`src/logic/rvc_pkg.sv`:
```
/*
 * Shared constants and types for the ROM-mapped virtual serial channel:
 * register offsets, status bits, access delays and pulse lengths.
 * Assumes a 250 MHz system clock and an 8 bit ROM bus.
 */
`default_nettype none
package rvc_pkg;
    localparam int ADDR_W = 19;
    // channel register offsets within the four-byte window
    localparam logic [1:0] OFS_BIT0 = 2'h0;
    localparam logic [1:0] OFS_BIT1 = 2'h1;
    localparam logic [1:0] OFS_RXDATA = 2'h2;
    localparam logic [1:0] OFS_STATUS = 2'h3;
    localparam int STAT_HBA_BIT = 0;
    localparam int STAT_TXBUSY_BIT = 1;
    // receive buffer
    localparam logic [5:0] RX_DEPTH = 6'h28;
    localparam logic [5:0] RX_LAST = 6'h27;
    localparam logic [5:0] RX_FAST_DEPTH = 6'h01;
    // timing
    localparam int CLK_PERIOD_NS = 4;
    localparam int CLK_KHZ = 250000;
    localparam int G1_DELAY_NS = 50;
    localparam int G2_DELAY0_NS = 20;
    localparam int G2_DELAY1_NS = 40;
    localparam int G2_DELAY2_NS = 60;
    localparam logic [3:0] G1_DLY_CYC =
        4'((G1_DELAY_NS + CLK_PERIOD_NS - 1) / CLK_PERIOD_NS);
    localparam logic [3:0] G2_DLY0_CYC =
        4'((G2_DELAY0_NS + CLK_PERIOD_NS - 1) / CLK_PERIOD_NS);
    localparam logic [3:0] G2_DLY1_CYC =
        4'((G2_DELAY1_NS + CLK_PERIOD_NS - 1) / CLK_PERIOD_NS);
    localparam logic [3:0] G2_DLY2_CYC =
        4'((G2_DELAY2_NS + CLK_PERIOD_NS - 1) / CLK_PERIOD_NS);
    localparam int PULSE_NS = 32;
    localparam logic [3:0] PULSE_CYC = 4'(PULSE_NS / CLK_PERIOD_NS);
    localparam int SENSE_PERIOD_MS = 5000;
    localparam logic [2:0] BREAK_TOGGLES = 3'h4;

    typedef enum logic [2:0] {
        ACC_IDLE = 3'b001,
        ACC_WAIT = 3'b010,
        ACC_DONE = 3'b100
    } rvc_acc_t;

    typedef struct packed {
        logic gen2;
        logic [1:0] timing;
        logic fast;
        logic direct_wr;
        logic rcv_int;
        logic burst;
        logic [ADDR_W-1:0] base;
    } rvc_cfg_t;

    typedef struct packed {
        logic ce_n;
        logic oe_n;
        logic we_n;
        logic [ADDR_W-1:0] addr;
        logic [7:0] wdata;
    } rvc_rom_t;

    typedef struct packed {
        rvc_acc_t acc;
        logic [3:0] dly;
        logic [1:0] ofs;
        rvc_rom_t rom_s1;
        rvc_rom_t rom_s2;
        logic ctl_s1;
        logic ctl_s2;
        logic ctl_prev;
        rvc_cfg_t cfg;
        logic active;
        logic [7:0] txsh;
        logic [2:0] txcnt;
        logic tx_valid;
        logic [7:0] tx_data;
        logic [39:0][7:0] mem;
        logic [5:0] wr_ptr;
        logic [5:0] rd_ptr;
        logic [5:0] count;
        logic [7:0] rd_data;
        logic rd_oe;
        logic lost;
        logic [2:0] tog_cnt;
        logic [31:0] win_cnt;
        logic [3:0] int_cnt;
        logic [3:0] rst_cnt;
    } rvc_state_t;
endpackage
`default_nettype wire

```
`src/logic/rvc_channel.sv`:
```
/*
 * Virtual serial channel relaying bytes between the host link and a
 * monitor on the target, reached through four ROM-mapped registers.
 * Assumes ROM strobes arrive asynchronously and the host link byte
 * interface and session control run on mclk_i.
 */
`default_nettype none
module rvc_channel #(
    parameter int unsigned SENSE_CYCLES =
        rvc_pkg::SENSE_PERIOD_MS * rvc_pkg::CLK_KHZ
) (
    // clock and reset
    input wire logic mclk_i,
    input wire logic rst_n_i,
    // session control
    input wire logic session_start_i,
    input wire rvc_pkg::rvc_cfg_t cfg_i,
    output logic session_active_o,
    // target rom bus pins
    input wire rvc_pkg::rvc_rom_t rom_i,
    output logic [7:0] rom_data_o,
    output logic rom_data_oe_o,
    // target interrupt and reset pins
    output logic int_p_o,
    output logic int_n_o,
    output logic target_rst_o,
    // host link, host to target
    input wire logic host_rx_valid_i,
    input wire logic [7:0] host_rx_data_i,
    output logic rx_lost_o,
    // host link, target to host
    output logic host_tx_valid_o,
    output logic [7:0] host_tx_data_o,
    input wire logic host_tx_ready_i,
    // host requests and control line pin
    input wire logic host_int_req_i,
    input wire logic host_rst_req_i,
    input wire logic host_ctl_line_i
);
    import rvc_pkg::*;

    rvc_state_t q;
    rvc_state_t n;
    logic rd_s;
    logic wr_s;
    logic hit_s;
    logic start_w;
    logic act_w;
    logic push_w;
    logic pop_w;
    logic tog_w;
    logic [5:0] limit_w;
    logic [7:0] head_w;

    // four-byte window aligned on its low two bits
    function automatic logic addr_hit(logic [ADDR_W-1:0] a,
                                      logic [ADDR_W-1:0] b);
        addr_hit = a[ADDR_W-1:2] == b[ADDR_W-1:2];
    endfunction

    function automatic logic [3:0] acc_delay(rvc_cfg_t c, logic is_tx);
        logic [3:0] d;
        d = 4'h0;
        if (c.gen2) begin
            case (c.timing)
                2'h0: d = G2_DLY0_CYC;
                2'h1: d = G2_DLY1_CYC;
                2'h2: d = G2_DLY2_CYC;
                default: d = 4'h0;
            endcase
        end else begin
            case (c.timing)
                2'h0: d = 4'h0;
                2'h1: d = is_tx ? G1_DLY_CYC : 4'h0;
                default: d = G1_DLY_CYC;
            endcase
        end
        acc_delay = d;
    endfunction

    ////////////////////////////////////////////////////////////////////
    // decode of the synchronised bus
    always_comb begin
        rd_s = !q.rom_s2.ce_n && !q.rom_s2.oe_n;
        wr_s = !q.rom_s2.ce_n && !q.rom_s2.we_n;
        hit_s = addr_hit(q.rom_s2.addr, q.cfg.base);
        start_w = q.active && q.acc == ACC_IDLE && (rd_s || wr_s) && hit_s;
        act_w = q.acc == ACC_WAIT && q.dly == 4'h0;
        limit_w = q.cfg.fast ? RX_FAST_DEPTH : RX_DEPTH;
        push_w = q.active && host_rx_valid_i && q.count < limit_w;
        head_w = q.mem[q.rd_ptr];
        pop_w = act_w && rd_s && q.ofs == OFS_RXDATA && q.count != 6'h00;
        tog_w = q.ctl_s2 ^ q.ctl_prev;
    end

    ////////////////////////////////////////////////////////////////////
    // next state
    always_comb begin
        n = q;
        n.rom_s1 = rom_i;
        n.rom_s2 = q.rom_s1;
        n.ctl_s1 = host_ctl_line_i;
        n.ctl_s2 = q.ctl_s1;
        n.ctl_prev = q.ctl_s2;
        n.lost = q.active && host_rx_valid_i && !push_w;
        if (q.int_cnt != 4'h0) n.int_cnt = q.int_cnt - 4'h1;
        if (q.rst_cnt != 4'h0) n.rst_cnt = q.rst_cnt - 4'h1;
        if (q.active && host_int_req_i) n.int_cnt = PULSE_CYC;
        if (q.active && host_rst_req_i) n.rst_cnt = PULSE_CYC;
        if (q.tx_valid && host_tx_ready_i) n.tx_valid = 1'b0;

        // access sequencer
        case (q.acc)
            ACC_IDLE: begin
                if (start_w) begin
                    n.acc = ACC_WAIT;
                    n.ofs = q.rom_s2.addr[1:0];
                    n.dly = acc_delay(q.cfg,
                        !q.rom_s2.addr[1]);
                end
            end
            ACC_WAIT: begin
                if (q.dly != 4'h0) begin
                    n.dly = q.dly - 4'h1;
                end else begin
                    n.acc = ACC_DONE;
                    n.ofs = q.rom_s2.addr[1:0];
                    n.rd_oe = rd_s;
                    n.rd_data = 8'h00;
                    if (wr_s) begin
                        if (q.cfg.gen2 && q.cfg.direct_wr &&
                            q.rom_s2.addr[1:0] == OFS_BIT0 &&
                            !q.tx_valid) begin
                            n.tx_data = q.rom_s2.wdata;
                            n.tx_valid = 1'b1;
                        end
                    end else if (rd_s) begin
                        case (q.rom_s2.addr[1:0])
                            OFS_BIT0, OFS_BIT1: begin
                                // lsb first, one bit per read
                                n.txsh = {q.rom_s2.addr[0], q.txsh[7:1]};
                                n.txcnt = q.txcnt + 3'h1;
                                if (q.txcnt == 3'h7 && !q.tx_valid) begin
                                    n.tx_data = {q.rom_s2.addr[0],
                                                 q.txsh[7:1]};
                                    n.tx_valid = 1'b1;
                                end
                            end
                            OFS_RXDATA: begin
                                if (q.count != 6'h00) begin
                                    n.rd_data = head_w;
                                    n.rd_ptr = q.rd_ptr == RX_LAST ?
                                        6'h00 : q.rd_ptr + 6'h01;
                                end
                            end
                            default: begin
                                n.rd_data[STAT_HBA_BIT] =
                                    q.count != 6'h00;
                                n.rd_data[STAT_TXBUSY_BIT] = q.tx_valid;
                            end
                        endcase
                    end
                end
            end
            ACC_DONE: begin
                if (!rd_s && !wr_s) begin
                    n.acc = ACC_IDLE;
                    n.rd_oe = 1'b0;
                end else if (q.cfg.burst && hit_s &&
                             q.rom_s2.addr[1:0] != q.ofs) begin
                    n.acc = ACC_WAIT;
                    n.ofs = q.rom_s2.addr[1:0];
                    n.dly = acc_delay(q.cfg, !q.rom_s2.addr[1]);
                end
            end
            default: n.acc = ACC_IDLE;
        endcase

        // receive buffer
        if (push_w) begin
            n.mem[q.wr_ptr] = host_rx_data_i;
            n.wr_ptr = q.wr_ptr == RX_LAST ? 6'h00 : q.wr_ptr + 6'h01;
        end
        n.count = q.count + {5'h00, push_w} - {5'h00, pop_w};

        // session break by control line toggles
        if (q.win_cnt != 32'h0) n.win_cnt = q.win_cnt - 32'h1;
        else n.tog_cnt = 3'h0;
        if (q.active && tog_w) begin
            if (q.tog_cnt == 3'h0 || q.win_cnt == 32'h0) begin
                n.win_cnt = 32'(SENSE_CYCLES - 1);
                n.tog_cnt = 3'h1;
            end else begin
                n.tog_cnt = q.tog_cnt + 3'h1;
            end
            if (q.tog_cnt + 3'h1 == BREAK_TOGGLES && q.win_cnt != 32'h0) begin
                n.active = 1'b0;
                n.tog_cnt = 3'h0;
                n.win_cnt = 32'h0;
            end
        end

        if (session_start_i) begin
            n.cfg = cfg_i;
            n.active = 1'b1;
            n.wr_ptr = 6'h00;
            n.rd_ptr = 6'h00;
            n.count = 6'h00;
            n.txcnt = 3'h0;
            n.tx_valid = 1'b0;
            n.tog_cnt = 3'h0;
            n.win_cnt = 32'h0;
        end
    end

    always_ff @(posedge mclk_i or negedge rst_n_i) begin
        if (!rst_n_i) begin
            q <= '0;
            q.acc <= ACC_IDLE;
        end else begin
            q <= n;
        end
    end

    ////////////////////////////////////////////////////////////////////
    // outputs
    assign session_active_o = q.active;
    assign rom_data_o = q.rd_data;
    assign rom_data_oe_o = q.rd_oe;
    assign int_p_o = (q.cfg.rcv_int && q.active && q.count != 6'h00) ||
        q.int_cnt != 4'h0;
    assign int_n_o = !int_p_o;
    assign target_rst_o = q.rst_cnt != 4'h0;
    assign rx_lost_o = q.lost;
    assign host_tx_valid_o = q.tx_valid;
    assign host_tx_data_o = q.tx_data;
endmodule
`default_nettype wire

```
`config.mk`:
```
export PLATFORM = sky130hd
export DESIGN_NAME = rvc_channel
export DESIGN_NICKNAME = d
export VERILOG_FILES = /design/src/logic/rvc_pkg.sv /design/src/logic/rvc_channel.sv
export SDC_FILE = /design/constraint.sdc
export NUM_CORES = 1
export LEC_CHECK = 0
export BUFFER_PORTS_ARGS = -buffer_cell sky130_fd_sc_hd__buf_4
export CORE_AREA = 2 2 206 208
export CTS_CLUSTER_DIAMETER = 100
export DETAILED_ROUTE_END_ITERATION = 8
export DIE_AREA = 0 0 208 210
export GPL_TIMING_DRIVEN = 0
export PLACE_DENSITY = 0.85
export SLEW_MARGIN = 10
export SYNTH_ARGS = -nofsm -noshare
export SYNTH_HDL_FRONTEND = slang
export SYNTH_SLANG_ARGS = --single-unit
export TNS_END_PERCENT = 100
```
`constraint.sdc`:
```
create_clock -name mclk_i -period 3.3 [get_ports mclk_i]
set_input_delay 0.33 -clock mclk_i [delete_from_list [all_inputs] [get_ports mclk_i]]
set_output_delay 0.33 -clock mclk_i [all_outputs]
set_load 0.02 [all_outputs]
```
# [After elaboration in Yosys (flattened, before gate mapping)]
# Cells that the tools add are included.
# Widths: inputs -> output; s select.
[op_classes] n_addsub=10 order_cmp=4 n_eq_ne=25 n_mux=61 n_bitwise=3 reduce_logical=74
[op_table] op="$bwmux 320" n=1
[op_table] op="$mux 35" n=3
[op_table] op="$mux 6" n=12
[op_table] op="$mux 32" n=2
[op_table] op="$bmux 8 s6" n=1
[op_table] op="$demux 8 s6" n=1
[op_table] op="$mux 12" n=4
[op_table] op="$mux 9" n=5
[op_table] op="$mux 8" n=5
[op_table] op="$logic_not 32->1" n=1
[op_table] op="$mux 4" n=8
[op_table] op="$reduce_bool 32->1" n=1
[op_table] op="$sub 32x1->32 const B" n=1
[op_table] op="$reduce_bool 2->1" n=14
[op_table] op="$logic_and 1x1->1" n=27
[op_table] op="$reduce_and 5->1" n=4
[op_table] op="$mux 18" n=1
[op_table] op="$pmux 6 s3" n=1
[op_table] op="$eq 17x17->1" n=1
[op_table] op="$mux 3" n=5
[op_table] op="$lt 6x7->1 const B" n=2
[op_table] op="$ne 2x2->1 const B" n=7
[op_table] op="$add 6x1->6 const B" n=2
[op_table] op="$eq 6x6->1 const B" n=2
[op_table] op="36 further kinds" n=66
[word_totals] reg_bits=510 input_bits=72 output_inout_bits=23 wordCells=255

# [Depth between registers and ports, before layout]
# Gate-level depths: netlist of the first run.
[logic_depth] depth_word=9 depth_mapped=17 ltp_nobuf=16

# [Worst setup path before layout of the first run]
# Ideal clock, no wire load.
[synth_path] path_type="reg2reg" start="register q[54] in the netlist's numbering" end="register q[57] in the netlist's numbering" setup_ps=132 arrival_time_ps=3066 t_required_ps=3168 setup_slack_ps=102 stages_incl_launch_ff=16 n_path_buf=0 period_less_slack_ps=3198 path_cell_list="dfrtp_1 or4b_1 a211o_1 a211oi_4 inv_1 ha_1 inv_1 ha_1 inv_1 fa_1 inv_1 a21oi_1 nor2_1 nor2_1 xor2_1 nor2_1"
[synth_lines] element="start: declaration" line="rvc_channel.sv:42" text="rvc_state_t q;"
[synth_lines] element="start signal: assignment" line="rvc_channel.sv:221" text="q <= n;"

# [Final worst setup path of the first run]
[layout_path] start="register q[60] in the netlist's numbering" end="register q, in the netlist rom_data_o[4]"
[layout_via] elab_chain_len=6
[layout_rtl] element="$bmux 8 s6" line="rvc_channel.sv:91" text="head_w = q.mem[q.rd_ptr];"
[layout_rtl] element="$mux 8 (not written as such)" line="rvc_channel.sv:91"
[layout_rtl] element="$mux 8" line="rvc_channel.sv:150" text="if (q.count != 6'h00) begin"
[layout_rtl] element="$mux 6" line="rvc_channel.sv:138" text="case (q.rom_s2.addr[1:0])"
[layout_rtl] element="$mux 8" line="rvc_channel.sv:137" text="end else if (rd_s) begin"
[layout_rtl] element="$mux 8" line="rvc_channel.sv:130" text="if (wr_s) begin"
# No other way between the ends. The select of a mux whose other input is x is not followed.
# A chain may end at the register's enable or synchronous reset.

==> results of run 1 <==
==> how the worst min path moves through the flow <==
stage | cells after the start | slack, ns | start | end
floorplan | 0 | 0.03 | rst_n_i | host_tx_data_o[0]$_DFFE_PN0P_
global placement | 0 | 0.33 | n[446]$_DFF_PN0_ | q[446]$_DFF_PN0_
detailed placement | 1 | 0.32 | rst_n_i | q[360]$_DFFE_PN0P_
CTS | 4 | 0.07 | host_tx_ready_i | host_tx_valid_o$_DFF_PN0_
global route | 4 | 0.09 | host_tx_ready_i | host_tx_valid_o$_DFF_PN0_
finish | 4 | 0.09 | host_tx_ready_i | host_tx_valid_o$_DFF_PN0_
==> registers in the layout (all words and copies together) (netlist names) <==
name and flops:
rx_lost_o 1, rom_data_oe_o 1, n 32, rom_data_o 8
q 455, host_tx_valid_o 1, host_tx_data_o 8, session_active_o 1
==> area by class of cell <==
cell class	count	area (sq um)	share of cell area
Sequential cell	507	12690	0.4750
Multi-Input combinational cell	964	9656	0.3614
Clock buffer	81	1549	0.05798
Timing Repair Buffer	150	1379	0.05161
Tap cell	539	674.4	0.02524
Buffer	109	514.2	0.01925
Clock inverter	13	152.6	0.005714
Inverter	27	101.3	0.003794
==> cells by family after synthesis <==
logic type	count (synthesis)	synth area share
XOR/XNOR	57	0.02180
flip-flops	507	0.5541
AO/OA/AOI/OAI	136	0.03710
multiplexers	465	0.2742
buffers and inverters	136	0.02585
adder cells (fa/ha/maj)	29	0.01617
AND/OR/NAND/NOR	277	0.07071
==> timing repair <==
action	4_1_cts	5_1_grt
buffers inserted	1	3
endpoints found under the hold margin	126	0
hold buffers	58	0
resized for setup	8	18
pin swaps	1	2
endpoints found under the setup margin	21	21
==> placed cells by master, fill, tap and decap left out, drive strengths merged, types with 6 or more instances in the layout <==
cell | Yosys | routed
and3 | 7 | 7
nand3 | 18 | 18
dfrtp | 506 | 506
a21oi | 45 | 45
a22oi | 14 | 14
xor2 | 25 | 25
nor4 | 9 | 9
nor3b | 7 | 7
inv | 27 | 30
nand2b | 6 | 6
nor3 | 22 | 22
a31oi | 10 | 10
nand3b | 6 | 6
mux2 | 359 | 359
ha | 28 | 28
mux2i | 12 | 12
buf | 38 | 126
clkbuf | 71 | 154
xnor2 | 32 | 32
or4 | 9 | 9
dlygate4sd3 | 0 | 58
clkinv | 0 | 8
nand2 | 37 | 37
or3 | 12 | 12
mux4 | 94 | 94
o21ai | 33 | 33
nand4 | 10 | 10
o31ai | 6 | 6
nor2 | 109 | 109
==> power by group <==
group          switching [mW]  leakage, nW  internal, mW
clock                    2.49        0.844          3.39
combinational            1.18         4.63         0.972
sequential              0.275         6.78          6.64
total                    3.95         12.3          11.0
==> metrics by stage <==
stage / utilization / total power [mW] / area [sq um] / instances / setup WS, ns
after floorplan: - / 8.287 / 22900 / 1607 / 0.1021
after global placement: 0.5833 / 8.849 / 24200 / 2229 / -3.056
after detailed placement: 0.5868 / 8.993 / 24340 / 2234 / -0.3073
after CTS: 0.6425 / 14.90 / 26650 / 2387 / 0.002190
after global routing: 0.6441 / 15.47 / 26720 / 2390 / -0.0009668
final: 0.6441 / 14.94 / 26720 / 2390 / 0.1194
==> cell usage after synthesis (25+ instances only) <==
| master | number | area share |
|---|---|---|
| a21oi_1 | 45 | 0.0098 |
| nor2_1 | 73 | 0.012 |
| mux4_2 | 94 | 0.092 |
| mux2_2 | 347 | 0.17 |
| xnor2_1 | 32 | 0.012 |
| nand2_1 | 34 | 0.0056 |
| o21ai_0 | 33 | 0.0072 |
| inv_1 | 27 | 0.0044 |
| clkbuf_1 | 70 | 0.011 |
| ha_1 | 28 | 0.015 |
| dfrtp_1 | 506 | 0.55 |
| xor2_1 | 25 | 0.0096 |
==> tightest hold or removal path, cell delays in order <==
cell and delay (ns):
buf_4 0.11, inv_1 0.05, a21oi_1 0.08, nor2_1 0.08
==> routing by layer <==
metal	GRT usage	vias up	wire length, um
met5	0	-	0
met1	0.3575	7644	23170
met3	0.05200	136	3689
met2	0.4231	587	27180
li1	-	6254	-
met4	0.1025	0	2172
==> run_results.csv, run 1 <==
group,metric,value,unit
setup_path,max_stage_delay,0.68,ns
setup_path,setup.worst_path.class,"flop to flop",
setup_path,cp_slowest_cell,"clkbuf_1",
setup_path,worstSetupPathDepth,6,
global_route,grt.total_usage,0.2630,
setup_path,cp.required,3.76,ns
timing,setup-tns-final,0,ns
floorplanning,initial_utilization,0.5521,
timing,worst_hold_slack,0.09275,ns
routing,via_count,14621,
setup_path,kind_of_start_point_of_the_critical_path,"flop",
timing,max-slew-margin-rel,0.3634,
floorplanning,die_w,208,um
routing,post_drt_wl_per_cell,23.52,um
setup_path,critical_path.reg2reg.startpoint,"q[60]$_DFFE_PN0P_",
floorplanning,floorplan.io_pins,95,
timing,clock.fmax,0.3144,GHz
cts,cts_buffers,51,
pwr,vdd_drop_max,390.5,uV
setup_path,r2r-end,"rom_data_o[4]$_DFFE_PN0P_",
flow_run,drv.max_cap_violation_count,0,
routing,avgViaCountPerCell,6.118,
setup_path,crit_chain,"clkbuf_1 > clkbuf_1 > mux4_2 > mux4_2 > mux2i_1 > o21ai_0",
global_route,initial_antenna_violation_count,1,
routing,routed_wl,56210,um
routing,dr.first_iter.drc_count,1374,
routing,drt_pre_antenna_iters,5,
synthesis,syn-cell-area,22900,sq um
synthesis,synth-async-reset-ratio,1.000,
placement,port_buffers,83,
timing,fin_clk_skew,0.03351,ns
pwr,p_per_area,559.4,nW/um^2
floorplanning,rows,75,
synthesis,synth_area_per_cell,14.25,sq um
cts,clock-root-buffer,"clkbuf_16",
synthesis,syn-instance-count,1607,
synthesis,synth_edf_count,0,
setup_path,endpoint,"rom_data_o[4]$_DFFE_PN0P_",
routing,number_of_design_rule_violations_left_after_detail_routing,0,
synthesis,yosysUniqueCellTypes,70,
setup_path,cpLargestDelayFamily,"multiplexers",
layout,final_layout_size_suffix_gt1_frac,0.3857,
timing,report.final.hold_viol_count,0,
synthesis,ys_ff_latch,507,
pwr,p_leak,12.26,nW
timing,shortest_period_the_worst_path_allows,3.181,ns
floorplanning,fp.dieH,210,um
cts,cts.htree.levels,2,
cts,clock_tree.buffer_depth,3,
synthesis,synth.yosys.warnings,0,
global_route,pin_count_of_the_biggest_net_entering_global_routing,111,
timing,worst_slew_pin_slew,0.9491,ns
timing,finalMaxSlewViolations,0,
synthesis,synth-seq-area-share,0.5541,
timing,final_min_period_over_clock_period,0.9638,
synthesis,synth_flop_cell,"dfrtp_1",
layout,final_net_count,1911,
cts,cts.clk_slew.worst_paths,0.06,ns
cts,tritoncts,"done",
cts,clk_latency,0.62,ns
layout,final.fill_count,2823,
placement,dpl.hpwl,36080,um
global_route,via_count_of_the_first_global_routing_pass,15523,
setup_path,reg2reg_depth,6,
layout,antenna_cells,0,
setup_path,cp-startpoint,"q[60]$_DFFE_PN0P_",
floorplanning,core_area,41480,sq um
placement,gpl.final_weighted_congestion,0.8979,
routing,drtAntennaViolNets,0,
timing,report.final.setup_viol,0,
synthesis,synth_nets,1708,
setup_path,critPathMaxFanout,10,
global_route,grt_overflow,0,
outcome,run_status,"complete, no violations",
setup_path,worst_setup_path_end_kind,"flop",
min_path,min-delay-path-class,"input port to flop",
global_route,grt_first_pass_wirelength,88920,um
setup_path,crit_arrival,3.65,ns
layout,area_growth_from_synthesis_to_layout,16.67,%
floorplanning,die-area,43680,sq um
setup_path,r2r_slack,0.12,ns
cts,cts_num_sinks,507,
setup_path,combined_buffer_and_inverter_count_along_the_critical_path,2,
No activity file was read; power rests on OpenSTA's default activity.
==> inputs of run 2 (changes only) <==
--- a/config.mk
+++ b/config.mk
@@ -6,12 +6,13 @@
 export NUM_CORES = 1
 export LEC_CHECK = 0
 export BUFFER_PORTS_ARGS = -buffer_cell sky130_fd_sc_hd__buf_4
-export CORE_AREA = 2 2 206 208
+export CORE_AREA = 2 2 191 193
 export CTS_CLUSTER_DIAMETER = 100
 export DETAILED_ROUTE_END_ITERATION = 8
-export DIE_AREA = 0 0 208 210
+export DIE_AREA = 0 0 193 195
 export GPL_TIMING_DRIVEN = 0
-export PLACE_DENSITY = 0.85
+export PLACE_DENSITY = 0.93
+export SKIP_CTS_REPAIR_TIMING = 1
 export SLEW_MARGIN = 10
 export SYNTH_ARGS = -nofsm -noshare
 export SYNTH_HDL_FRONTEND = slang
==> constraint.sdc (replaced) <==
create_clock -name mclk_i -period 4.1 [get_ports mclk_i]
set_input_delay 0.41 -clock mclk_i [delete_from_list [all_inputs] [get_ports mclk_i]]
set_output_delay 0.41 -clock mclk_i [all_outputs]
set_load 0.02 [all_outputs]
==> run 2 against run 1 <==
Core utilization up 9.9 points. Wire length increased by 9.0%. Largest power group unchanged. Non-clock buffer count down 30. The run now ends with design-rule violations left. First-iteration DRC count is 23% higher.
==> run_results.csv, run 2 (synthesized netlist as in run 1, its figures left out) <==
group,metric,value,unit
placement,gpl.final_weighted_congestion,0.8706,
layout,finalInstanceArea,26300,sq um
setup_path,cp.required,4.55,ns
layout,final_layout_size_suffix_gt1_frac,0.3834,
layout,largest_register,"q",
global_route,pin_count_of_the_biggest_net_entering_global_routing,114,
routing,number_of_design_rule_violations_left_after_detail_routing,1,
global_route,grt_first_pass_wirelength,92120,um
timing,worst_slew_pin_slew,1.136,ns
floorplanning,core_area,35400,sq um
routing,drt_pre_antenna_iters,9,
setup_path,worst_setup_path_end_kind,"flop",
layout,final.fill_count,1911,
cts,cts_buffers,51,
layout,multi_input_combinational_cell_area,9623,sq um
cts,cts.htree.levels,2,
layout,largest_register_ffs,455,
setup_path,critPathMaxFanout,10,
pwr,p_leak,12.09,nW
placement,dpl.hpwl,36630,um
timing,grt_setup_unrepaired,"false",
pwr,power_frac_seq,0.459,
pwr,vdd_drop_max,414.5,uV
layout,area_growth_from_synthesis_to_layout,14.84,%
global_route,via_count_of_the_first_global_routing_pass,16223,
pwr,p_switching,3.277,mW
outcome,violations,"design-rule violations",
layout,seq_area,12690,sq um
layout,layout_commonest_cell,"dfrtp_1",
pwr,power.share.clock,0.397,
layout,antenna_cells,0,
timing,clock.fmax,0.2656,GHz
timing,max-slew-margin-rel,0.2426,
timing,setup-tns-final,0,ns
pwr,p_int,8.901,mW
timing,report.final.setup_viol,0,
cts,clock_tree.buffer_depth,3,
timing,report.final.hold_viol_count,0,
timing,fin_clk_skew,0.03712,ns
timing,shortest_period_the_worst_path_allows,3.764,ns
outcome,run_status,"finished with violations",
cts,cts.clk_slew.worst_paths,0.06,ns
routing,post_drt_wl_per_cell,26.88,um
cts,clk_latency,0.62,ns
global_route,initial_antenna_violation_count,1,
floorplanning,floorplan.io_pins,95,
setup_path,crit_arrival,4.21,ns
routing,routed_wl,61270,um
cts,clock-root-buffer,"clkbuf_16",
pwr,p_per_area,463.1,nW/um^2
routing,dr.first_iter.drc_count,1686,
timing,final_min_period_over_clock_period,0.9182,
min_path,min-delay-path-class,"input port to flop",
floorplanning,initial_utilization,0.6469,
routing,avgViaCountPerCell,6.756,
cts,tritoncts,"done",
placement,post_dp_cell_area,24220,sq um
pwr,power_switching_share,0.2691,
floorplanning,die_w,193,um
floorplanning,fp.dieH,195,um
global_route,grt.total_usage,0.3248,
pwr,p_comb_frac,0.144,
routing,drtAntennaViolNets,0,
setup_path,kind_of_start_point_of_the_critical_path,"flop",
global_route,grt_overflow,0,
placement,port_buffers,83,
routing,via_count,15398,
setup_path,setup.worst_path.class,"flop to flop",
layout,final_net_count,1881,
layout,mostFrequentLayoutCells,"506 x dfrtp_1, 347 x mux2_2, 98 x buf_4",
flow_run,drv.max_cap_violation_count,0,
floorplanning,rows,69,
timing,finalMaxSlewViolations,0,
cts,cts_num_sinks,507,
floorplanning,die-area,37640,sq um
## run 2: changes by cell type in the layout (fill, tap and decap cells not counted), moves of 3 or more
cell | before | now
buf_4 | 102 | 98
buf_1 | 6 | 11
clkbuf_8 | 16 | 13
clkinvlp_4 | 0 | 3
dlygate4sd3_1 | 58 | 32
clkbuf_2 | 8 | 1
## run 2: layout make-up
class,instances,area share
inverters,27,0.003854
flip-flops and latches,507,0.4825
well taps,461,0.02194
plain buffers,109,0.01865
clock inverters,19,0.008850
repair buffers,120,0.04092
multi-input cells,964,0.3660
clock buffers,72,0.05729
## run 2: routing by layer
metal / vias up / GRT usage / part of all wire
li1: 6169 / - / -
met1: 7893 / 0.4198 / 0.36
met2: 1027 / 0.5087 / 0.48
met3: 307 / 0.08537 / 0.10
met4: 2 / 0.1700 / 0.060
met5: - / 0 / 0.00018
## run 2: power by group through the flow
stage	logic [mW]	registers [mW]	clock network [mW]
floorplan	1.10	5.57	0
global placement	1.49	5.61	0
detailed placement	1.60	5.64	0
CTS	1.66	5.57	4.84
global route	1.88	5.61	5.07
finish	1.76	5.58	4.84
## run 2: final timing paths
| kind | start | end | slack [ns] | cells after the start |
|---|---|---|---|---|
| setup / recovery | q[23]$_DFF_PN0_ | q[28]$_DFF_PN0_ | 0.34 | 8 |
| hold / removal | host_int_req_i | q[5]$_DFFE_PN0P_ | 0.03 | 2 |
| setup reg to reg | q[23]$_DFF_PN0_ | q[28]$_DFF_PN0_ | 0.34 | 8 |
| hold reg to reg | n[456]$_DFF_PN0_ | q[456]$_DFF_PN0_ | 0.34 | 0 |
| max in group asynchronous | rst_n_i | q[418]$_DFFE_PN0P_ | 2.23 | 4 |
| min in group asynchronous | rst_n_i | q[341]$_DFFE_PN0P_ | 0.46 | 2 |
## run 2: worst max-delay path: stages, from the launching register on
cell and delay [ns]:
dfrtp_1 0.42, or4_1 0.53, clkbuf_1 0.20, nor3_1 0.61
nand4_1 0.39, buf_2 0.32, a21oi_1 0.66, buf_2 0.38
nor2_1 0.10
## run 2: metrics by stage
stage | hold WS, ns | instances | utilization | setup WS, ns | power, mW
floorplan | 0.1144 | 1607 | - | 0.9021 | 6.670
global placement | 0.3316 | 2151 | 0.6808 | -2.288 | 7.093
detailed placement | 0.3363 | 2155 | 0.6841 | 0.4781 | 7.233
CTS | -0.1241 | 2246 | 0.7333 | 0.3388 | 12.07
global route | 0.01085 | 2279 | 0.7429 | 0.1617 | 12.55
finish | 0.02508 | 2279 | 0.7429 | 0.3355 | 12.18
